[src/rtl/scb_map.svh]
// Constants of the sense condition branch unit: codes, bit positions, offsets, timing.
// Assumes inclusion by bare name from the package and the design modules.
`ifndef SCB_MAP_SVH
`define SCB_MAP_SVH
`define SCB_CLK_PERIOD_NS 10
`define SCB_EXEC_TIME_NS 12000
`define SCB_EXEC_CYCLES (`SCB_EXEC_TIME_NS / `SCB_CLK_PERIOD_NS)
`define SCB_OP_BSN 6'h2A
`define SCB_AUX_ROVF 6'h0B
`define SCB_AUX_MPAR 6'h0D
`define SCB_AUX_APAR 6'h0E
`define SCB_AUX_TPAR 6'h0F
`define SCB_AUX_SW1 6'h11
`define SCB_AUX_SW4 6'h14
`define SCB_AUX_SPAR 6'h15
`define SCB_AUX_SWO 6'h18
`define SCB_AUX_AL1 6'h21
`define SCB_AUX_AL2 6'h22
`define SCB_AUX_IC1 6'h23
`define SCB_AUX_IC4 6'h26
`define SCB_OPR_IC1 6'h08
`define SCB_OPR_IC4 6'h0B
`define SCB_NFLAGS 11
`define SCB_F_ROVF 0
`define SCB_F_MPAR 1
`define SCB_F_APAR 2
`define SCB_F_TPAR 3
`define SCB_F_SPAR 4
`define SCB_F_AL1 5
`define SCB_F_AL2 6
`define SCB_F_IC1 7
`define SCB_ADDR_FLAGS 8'h00
`define SCB_ADDR_ISTAT 8'h04
`define SCB_ADDR_IMASK 8'h08
`define SCB_ADDR_INPUTS 8'h0C
`define SCB_IMASK_RST 11'h000
`endif

[src/rtl/scb_pkg.sv]
// Types shared by the sense condition branch unit.
// Assumes scb_map.svh is on the include path.
`include "scb_map.svh"
package scb_pkg;
    typedef struct packed {
        logic [5:0] opcode;
        logic [5:0] aux;
    } scb_instr_s;
    typedef struct packed {
        logic taken;
        logic [16:0] pc;
        logic [16:0] right_a;
    } scb_branch_s;
    typedef enum logic [0:0] {
        SCB_IDLE = 1'b0,
        SCB_EXEC = 1'b1
    } scb_state_e;
    typedef logic [`SCB_NFLAGS-1:0] scb_flags_t;
endpackage

[src/rtl/scb_flag_bank.sv]
// Bank of sticky flags, each set by a hardware event and cleared by a request.
// Assumes set and clear pulses on ref_clk; set wins when both arrive together.
`timescale 1ns/100ps
module scb_flag_bank import scb_pkg::*; #(
    parameter int WIDTH = 11
) (
    input wire logic ref_clk,
    input wire logic rst_n,
    input wire logic [WIDTH-1:0] set_in,
    input wire logic [WIDTH-1:0] clr_in,
    output logic [WIDTH-1:0] flag_q
);
    genvar i;
    generate
        for (i = 0; i < WIDTH; i++) begin : g_flag
            logic flag_d;
            assign flag_d = set_in[i] | (flag_q[i] & ~clr_in[i]);
            always_ff @(posedge ref_clk) begin
                if (!rst_n) begin
                    flag_q[i] <= 1'b0;
                end else begin
                    flag_q[i] <= flag_d;
                end
            end
        end
    endgenerate
endmodule

[src/rtl/scb_sync.sv]
// Two-stage synchroniser bank for levels arriving from pins.
// Assumes every input is asynchronous to ref_clk; only the second stage is read outside.
`timescale 1ns/100ps
module scb_sync import scb_pkg::*; #(
    parameter int WIDTH = 4
) (
    input wire logic ref_clk,
    input wire logic rst_n,
    input wire logic [WIDTH-1:0] async_in,
    output logic [WIDTH-1:0] sync_out
);
    logic [WIDTH-1:0] meta_q;
    always_ff @(posedge ref_clk) begin
        if (!rst_n) begin
            meta_q <= '0;
            sync_out <= '0;
        end else begin
            meta_q <= async_in;
            sync_out <= meta_q;
        end
    end
endmodule

[src/rtl/scb_unit.sv]
// Sense condition branch unit: sticky error and alarm flags, branch-on-sense execution,
// intercommunication with the duplex partner, and an APB register window with interrupt.
// Assumes sequencer strobes on ref_clk; console and partner signals are asynchronous pins.
//
// Functional notes
// - Sense code 13 branches on right overflow flag and clears it.
// - Right overflow sets its flag only when the overflow enable bit is one.
// - Auto overflow branch needs branch bit and console overflow switch; else only flag.
// - Sense code 15 branches on memory parity flag and clears it.
// - Addressable drum parity sets its flag; code 16 branches and clears it.
// - Tape parity sets its flag; code 17 branches and clears it.
// - Codes 21 to 24 test sense switches 1 to 4, leaving them untouched.
// - Status drum parity sets its flag; code 25 branches and clears it.
// - Code 30 branches once duplex switchover has completed.
// - Inactivity, memory or addressable drum parity sets alarm 1; code 41 branches, clears.
// - Tape or status drum parity sets alarm 2; code 42 branches and clears.
// - Operate codes 10 to 13 set intercommunication flags 1 to 4 in the partner.
// - Codes 43 to 46 test intercommunication flags, clearing only the selected one.
// - Taken branch: program counter to right A, address register to program counter.
// - Branch on sense has opcode octal 52; bits L10 to L15 are the sense code.
// - Execution takes 12 microseconds and the address is never index-modified.
//
// Added by the designer: the address map and register access over APB.
`timescale 1ns/100ps
`include "scb_map.svh"
module scb_unit import scb_pkg::*; #(
    parameter int EXEC_CYCLES = `SCB_EXEC_CYCLES
) (
    input wire logic ref_clk,
    input wire logic rst_n,
    input wire logic psel,
    input wire logic penable,
    input wire logic pwrite,
    input wire logic [7:0] paddr,
    input wire logic [31:0] pwdata,
    output logic [31:0] prdata,
    output logic pready,
    output logic pslverr,
    input wire logic branch_on_sense_start,
    input wire scb_instr_s instr,
    input wire logic [16:0] pc_in,
    input wire logic [16:0] addr_in,
    output logic busy,
    output logic branch_done,
    output scb_branch_s branch_out,
    input wire logic operate_command_evt,
    input wire logic [5:0] operate_aux,
    input wire logic right_ovf_evt,
    input wire logic overflow_enable_bit,
    input wire logic right_overflow_branch_bit,
    output logic ovf_auto_branch,
    input wire logic mem_parity_evt,
    input wire logic adrum_parity_evt,
    input wire logic tape_parity_evt,
    input wire logic sdrum_parity_evt,
    input wire logic inactivity_evt,
    input wire logic console_ovf_switch,
    input wire logic [3:0] sense_switch,
    input wire logic switchover_done,
    input wire logic [3:0] partner_notify_tgl,
    output logic [3:0] notify_partner_tgl,
    output logic irq
);
    // Pin inputs: console overflow switch, four sense switches, switchover, partner toggles.
    logic [9:0] pins_s;
    scb_sync #(.WIDTH(10)) u_sync (
        .ref_clk(ref_clk),
        .rst_n(rst_n),
        .async_in({partner_notify_tgl, switchover_done, sense_switch, console_ovf_switch}),
        .sync_out(pins_s)
    );
    wire logic con_ovf_s = pins_s[0];
    wire logic [3:0] sw_s = pins_s[4:1];
    wire logic swo_s = pins_s[5];
    wire logic [3:0] ptgl_s = pins_s[9:6];

    // The partner signals each notify as a toggle, so no pulse is lost across the pins.
    logic [3:0] ptgl_q;
    wire logic [3:0] ic_set = ptgl_s ^ ptgl_q;

    // Flag set events.
    wire logic rovf_set = right_ovf_evt & overflow_enable_bit;
    wire logic al1_set = inactivity_evt | mem_parity_evt | adrum_parity_evt;
    wire logic al2_set = tape_parity_evt | sdrum_parity_evt;
    wire scb_flags_t flag_set = {ic_set, al2_set, al1_set, sdrum_parity_evt,
        tape_parity_evt, adrum_parity_evt, mem_parity_evt, rovf_set};
    scb_flags_t flag_q;
    scb_flags_t flag_clr;
    scb_flag_bank #(.WIDTH(`SCB_NFLAGS)) u_flags (
        .ref_clk(ref_clk),
        .rst_n(rst_n),
        .set_in(flag_set),
        .clr_in(flag_clr),
        .flag_q(flag_q)
    );

    // Sense code decode on the latched auxiliary bits.
    scb_state_e state_q;
    logic [10:0] cnt_q;
    logic [5:0] aux_q;
    logic [16:0] pc_q;
    logic [16:0] addr_q;
    wire logic [5:0] ic_off = aux_q - `SCB_AUX_IC1;
    wire logic [5:0] sw_off = aux_q - `SCB_AUX_SW1;
    wire logic is_ic = (aux_q >= `SCB_AUX_IC1) && (aux_q <= `SCB_AUX_IC4);
    wire logic is_sw = (aux_q >= `SCB_AUX_SW1) && (aux_q <= `SCB_AUX_SW4);
    wire scb_flags_t sel_flag = {
        {3'h0, is_ic} << ic_off[1:0],
        aux_q == `SCB_AUX_AL2,
        aux_q == `SCB_AUX_AL1,
        aux_q == `SCB_AUX_SPAR,
        aux_q == `SCB_AUX_TPAR,
        aux_q == `SCB_AUX_APAR,
        aux_q == `SCB_AUX_MPAR,
        aux_q == `SCB_AUX_ROVF};
    wire logic [3:0] sel_sw = {3'h0, is_sw} << sw_off[1:0];
    wire logic sel_swo = aux_q == `SCB_AUX_SWO;
    wire logic cond_on = (|(flag_q & sel_flag)) | (|(sw_s & sel_sw)) | (sel_swo & swo_s);
    wire logic assigned = (|sel_flag) | (|sel_sw) | sel_swo;
    wire logic exec_end = (state_q == SCB_EXEC) && (cnt_q == 11'h000);
    // Only the selected flag is cleared; an unassigned code selects none.
    assign flag_clr = (exec_end && cond_on) ? sel_flag : '0;
    wire logic accept = branch_on_sense_start && (state_q == SCB_IDLE)
        && (instr.opcode == `SCB_OP_BSN);

    // Execution: the condition is strobed at the end of the fixed execution time, so
    // an event arriving during the instruction still counts.
    always_ff @(posedge ref_clk) begin
        if (!rst_n) begin
            state_q <= SCB_IDLE;
            cnt_q <= 11'h000;
            aux_q <= 6'h00;
            pc_q <= 17'h00000;
            addr_q <= 17'h00000;
        end else if (accept) begin
            state_q <= SCB_EXEC;
            cnt_q <= 11'(EXEC_CYCLES - 2);
            aux_q <= instr.aux;
            pc_q <= pc_in;
            addr_q <= addr_in; // Taken as given: no index modification.
        end else if (exec_end) begin
            state_q <= SCB_IDLE;
        end else if (state_q == SCB_EXEC) begin
            cnt_q <= cnt_q - 11'h001;
        end
    end

    always_ff @(posedge ref_clk) begin
        if (!rst_n) begin
            busy <= 1'b0;
            branch_done <= 1'b0;
            branch_out <= '0;
        end else begin
            busy <= accept | ((state_q == SCB_EXEC) & ~exec_end);
            branch_done <= exec_end;
            if (exec_end) begin
                branch_out.taken <= cond_on & assigned;
                branch_out.pc <= cond_on ? addr_q : pc_q;
                branch_out.right_a <= cond_on ? pc_q : 17'h00000;
            end
        end
    end

    // Overflow alarm branch and partner notification toggles.
    wire logic is_opr_ic = operate_command_evt && (operate_aux >= `SCB_OPR_IC1)
        && (operate_aux <= `SCB_OPR_IC4);
    wire logic [5:0] opr_off = operate_aux - `SCB_OPR_IC1;
    wire logic [3:0] notify_flip = {3'h0, is_opr_ic} << opr_off[1:0];
    always_ff @(posedge ref_clk) begin
        if (!rst_n) begin
            ovf_auto_branch <= 1'b0;
            notify_partner_tgl <= 4'h0;
            ptgl_q <= 4'h0;
        end else begin
            ovf_auto_branch <= rovf_set & right_overflow_branch_bit & con_ovf_s;
            notify_partner_tgl <= notify_partner_tgl ^ notify_flip;
            ptgl_q <= ptgl_s;
        end
    end

    // APB slave with one wait state; unmapped addresses answer with pslverr.
    logic [`SCB_NFLAGS-1:0] istat_q;
    logic [`SCB_NFLAGS-1:0] imask_q;
    wire logic apb_acc = psel & penable & ~pready;
    wire logic hit_flags = paddr == `SCB_ADDR_FLAGS;
    wire logic hit_istat = paddr == `SCB_ADDR_ISTAT;
    wire logic hit_imask = paddr == `SCB_ADDR_IMASK;
    wire logic hit_inputs = paddr == `SCB_ADDR_INPUTS;
    wire logic hit_any = hit_flags | hit_istat | hit_imask | hit_inputs;
    wire logic [31:0] rd_mux =
        hit_flags ? {21'h000000, flag_q} :
        hit_istat ? {21'h000000, istat_q} :
        hit_imask ? {21'h000000, imask_q} :
        hit_inputs ? {26'h0000000, swo_s, sw_s, con_ovf_s} : 32'h00000000;
    wire logic istat_rd = apb_acc & ~pwrite & hit_istat;
    // Status bits record each flag set event; a read clears them but a new event wins.
    wire logic [`SCB_NFLAGS-1:0] istat_d = flag_set | (istat_rd ? '0 : istat_q);

    always_ff @(posedge ref_clk) begin
        if (!rst_n) begin
            pready <= 1'b0;
            pslverr <= 1'b0;
            prdata <= 32'h00000000;
            imask_q <= `SCB_IMASK_RST;
            istat_q <= '0;
            irq <= 1'b0;
        end else begin
            pready <= apb_acc;
            pslverr <= apb_acc & ~hit_any;
            prdata <= (apb_acc & ~pwrite) ? rd_mux : 32'h00000000;
            if (apb_acc & pwrite & hit_imask) begin
                imask_q <= pwdata[`SCB_NFLAGS-1:0];
            end
            istat_q <= istat_d;
            irq <= |(istat_d & imask_q);
        end
    end

    // Helper counter of cycles since an accepted instruction, read only by assertions.
    logic [11:0] chk_cyc_q;
    always_ff @(posedge ref_clk) begin
        if (!rst_n) begin
            chk_cyc_q <= 12'h000;
        end else if (accept) begin
            chk_cyc_q <= 12'h001;
        end else if (state_q == SCB_EXEC) begin
            chk_cyc_q <= chk_cyc_q + 12'h001;
        end
    end
endmodule

[config.mk]
export PLATFORM = sky130hd
export DESIGN_NAME = scb_unit
export DESIGN_NICKNAME = d
export VERILOG_FILES = /design/src/rtl/scb_pkg.sv /design/src/rtl/scb_flag_bank.sv /design/src/rtl/scb_sync.sv /design/src/rtl/scb_unit.sv
export VERILOG_INCLUDE_DIRS = /design/src /design/src/rtl
export SDC_FILE = /design/constraint.sdc
export NUM_CORES = 1
export LEC_CHECK = 0
export BUFFER_PORTS_ARGS = -buffer_cell sky130_fd_sc_hd__buf_2
export CAP_MARGIN = 20
export CORE_MARGIN = 3
export CORE_UTILIZATION = 35
export CTS_CLUSTER_SIZE = 24
export DETAILED_ROUTE_END_ITERATION = 10
export GPL_TIMING_DRIVEN = 0
export PLACE_DENSITY_LB_ADDON = 0.1
export SLEW_MARGIN = 5
export SYNTH_ARGS = -nofsm -noshare
export SYNTH_HDL_FRONTEND = slang
export SYNTH_SLANG_ARGS = --single-unit
[constraint.sdc]
create_clock -name ref_clk -period 3.25 [get_ports ref_clk]
set_input_delay 0.325 -clock ref_clk [delete_from_list [all_inputs] [get_ports ref_clk]]
set_output_delay 0.325 -clock ref_clk [all_outputs]
set_load 0.05 [all_outputs]
==> reports/metrics.cfg <==
[outcome]
run_status=completed

[sta]
max_freq_mhz=357
grt_setup_unrepaired=no
period_minus_slack_ps=2800
finalSetupViolations=0
hold_viol=0
worstMarginPinSlew_ps=874
layout_setup_ws_ps=447
relSlewSlack=0.410
finalCritPeriodShare=0.862
maxSlewViolCount=0
skew_ps=7.47
setup-tns-final_ps=0

[clock_network]
clockRootBuffer=clkbuf_16
cts_resized=0
path_clk_slew_ps=60
ctsHoldBuffers=0
cts_setup_buffers=0
clk_path_buf_depth=2
htree_levels=4
cts_tree=yes
clk_latency_ps=430
cts_sinks=165
cts_buffers=17

[global_routing]
antenna_found_initial=0
grt_start_max_net_pins=17
grt_pass1_vias=5682
grt_pass1_wl_um=31500
track_usage=0.187
globalRouteOverflowTotal=0

[floorplanning]
row_count=50
dieHeight_um=146
start_util=0.361
die_x_um=146
num_io_pins=194
die_area_um2=21300
core-area_um2=19000

[final_layout]
syn_to_final_growth_pct=25.9
final_common_cell=dfxtp_1
nFillCells=1914
final_cell_mix=165 x dfxtp_1, 153 x buf_2, 111 x nand2_1
drive_above_1_share=0.244
num_antenna_cells=0
nets=1077
final_util=0.454

[min_path]
hold_path_class=primary input to flop

[placed_design]
numPortBuffers=148
dpl_worst_slack_ps=487
dp_hpwl_um=15100
place.gp.congestion=0.849

[power_and_ir_drop]
power.density_nw_per_um2=527
ir_worst_vdd_v=0.000417
p_leak_nw=3.48

[setup_path]
end_kind=flop
worstPathRequired_ps=3540
path_cells=buf_2 -> inv_1 -> ha_1 -> a222oi_1 -> nor2b_1 -> a2111o_1 -> buf_6 -> clkbuf_1 -> nor4_1 -> a211oi_2
critPathMaxFanout=10
max_stage_delay_ps=480
ff2ff_setup_slack_ps=450
cp_top_family=compound AO/OA/AOI/OAI gates
startpoint_type=flop
critPathSlowestCell=nor4_1
critPathKind=flop to flop
cp.arrival_ps=3100
crit_buf_inv=4

[routing]
vias_per_cell=4.95
dr.pass1.iters=5
drt_iter0_markers=304
vias=6070
drc_errors=0
ant_nets=0
wl_per_cell_um=16.3
drt_wl_total_um=20000

[logic_synthesis]
synth_seq_area_share=0.483
synth_seq_cells=165
synth.top_cell.area_share=0.483
synth-edff-count=0
yosysWarningCount=0
synth_cells=767
async_reset_ff_frac=0
syn_area_per_cell_um2=8.92
yosysTopAreaCell=dfxtp_1
yosys.cell_types.count=54
synth_area_um2=6840
synth_flop_cell=dfxtp_1
ys_top_cells_by_area=dfxtp_1 48%, a21oi_1 6.2%, nand2_1 6.1%

[run]
maxCapViolCount=0

[kinds of logic (layout without fill, tap and decap cells)]
logic type      after synthesis  count (layout)  synth area share
other cells                   1              21          0.000548
simple gates                286             286             0.198
mux                          26              26            0.0511
flops                       165             165             0.483
buf+inv                      85             264            0.0646
compound gates              183             183             0.172
xor+xnor                     15              15            0.0192
fa+ha+maj                     6               6            0.0110
[routing by layer]
| metal | up-vias | wire (um) | share of wire | GRT usage |
|---|---|---|---|---|
| met5 | - | 0 | 0 | 0 |
| met2 | 204 | 8630 | 0.43 | 0.278 |
| met3 | 18 | 1370 | 0.069 | 0.0452 |
| li1 | 3020 | - | - | - |
| met4 | 0 | 310 | 0.015 | 0.0570 |
| met1 | 2828 | 9720 | 0.49 | 0.269 |
[synth_stat cells (3+ instances only)]
library cell  instances
a211oi_1              9
a211oi_2             14
a21oi_1              85
a222oi_1              3
a22oi_1               6
a41oi_1               4
and2_1               26
buf_1                 5
buf_2                 5
buf_4                22
buf_6                 3
clkbuf_1             41
dfxtp_1             165
ha_1                  6
inv_1                 7
mux2i_1              18
mux4_2                7
nand2_1             111
nand3_1               8
nand3b_1              3
nand4_1               3
nor2_1               69
nor2b_1              10
nor3_1                7
nor3b_1               5
nor4_1               24
nor4bb_1              3
o211ai_1             18
o21ai_0              30
o31ai_1               3
or3_1                 7
xnor2_1               5
xor2_1               10
[worst paths after layout]
kind | from | end | depth (start not counted)
worst min-delay path | partner_notify_tgl[3] | u_sync.meta_q[9]$_SDFF_PN0_ | 2
worst max-delay path | aux_q[0]$_SDFFE_PN0P_ | branch_out[26]$_SDFFE_PN0P_ | 10
worst max register to register | aux_q[0]$_SDFFE_PN0P_ | branch_out[26]$_SDFFE_PN0P_ | 10
worst min register to register | u_sync.meta_q[9]$_SDFF_PN0_ | u_sync.sync_out[9]$_SDFF_PN0_ | 1
[report_power, final]
part	internal (W)	total (W)	leakage [nW]	switching, W
logic	0.000111	0.000291	1.84	0.000181
clock network	0.00133	0.00216	0.303	0.000829
registers	0.00206	0.00209	1.34	0.0000282
total	0.00350	0.00454	3.48	0.00104
[metrics by stage]
step           instance area (um2)  hold WS, ps  power [W]  std cells
2_1_floorplan                 6910          412    0.00231        787
3_3_place_gp                  7980          417    0.00242       1195
3_5_place_dp                  7980          419    0.00242       1195
4_1_cts                       8610         88.9    0.00458       1226
5_1_grt                       8610         87.4    0.00470       1226
6_report                      8610          106    0.00454       1226
[cell type report]
| type | count | area (um2) | share of cell area |
|---|---|---|---|
| well taps | 260 | 325 | 0.0378 |
| inverters | 8 | 30.0 | 0.00349 |
| flip-flops and latches | 165 | 3300 | 0.384 |
| clock buffers | 20 | 457 | 0.0530 |
| plain buffers | 77 | 412 | 0.0478 |
| multi-input cells | 537 | 3170 | 0.368 |
| repair buffers | 148 | 741 | 0.0860 |
| clock inverters | 11 | 175 | 0.0203 |
[state kept, by name, summed over array words and instances (netlist names), 11 cells and up]
signal / flops
addr_q: 17
branch_out: 35
cnt_q: 11
imask_q: 11
istat_q: 11
pc_q: 17
prdata: 11
u_flags.flag_q: 11
(Power assumes the default switching activity.)
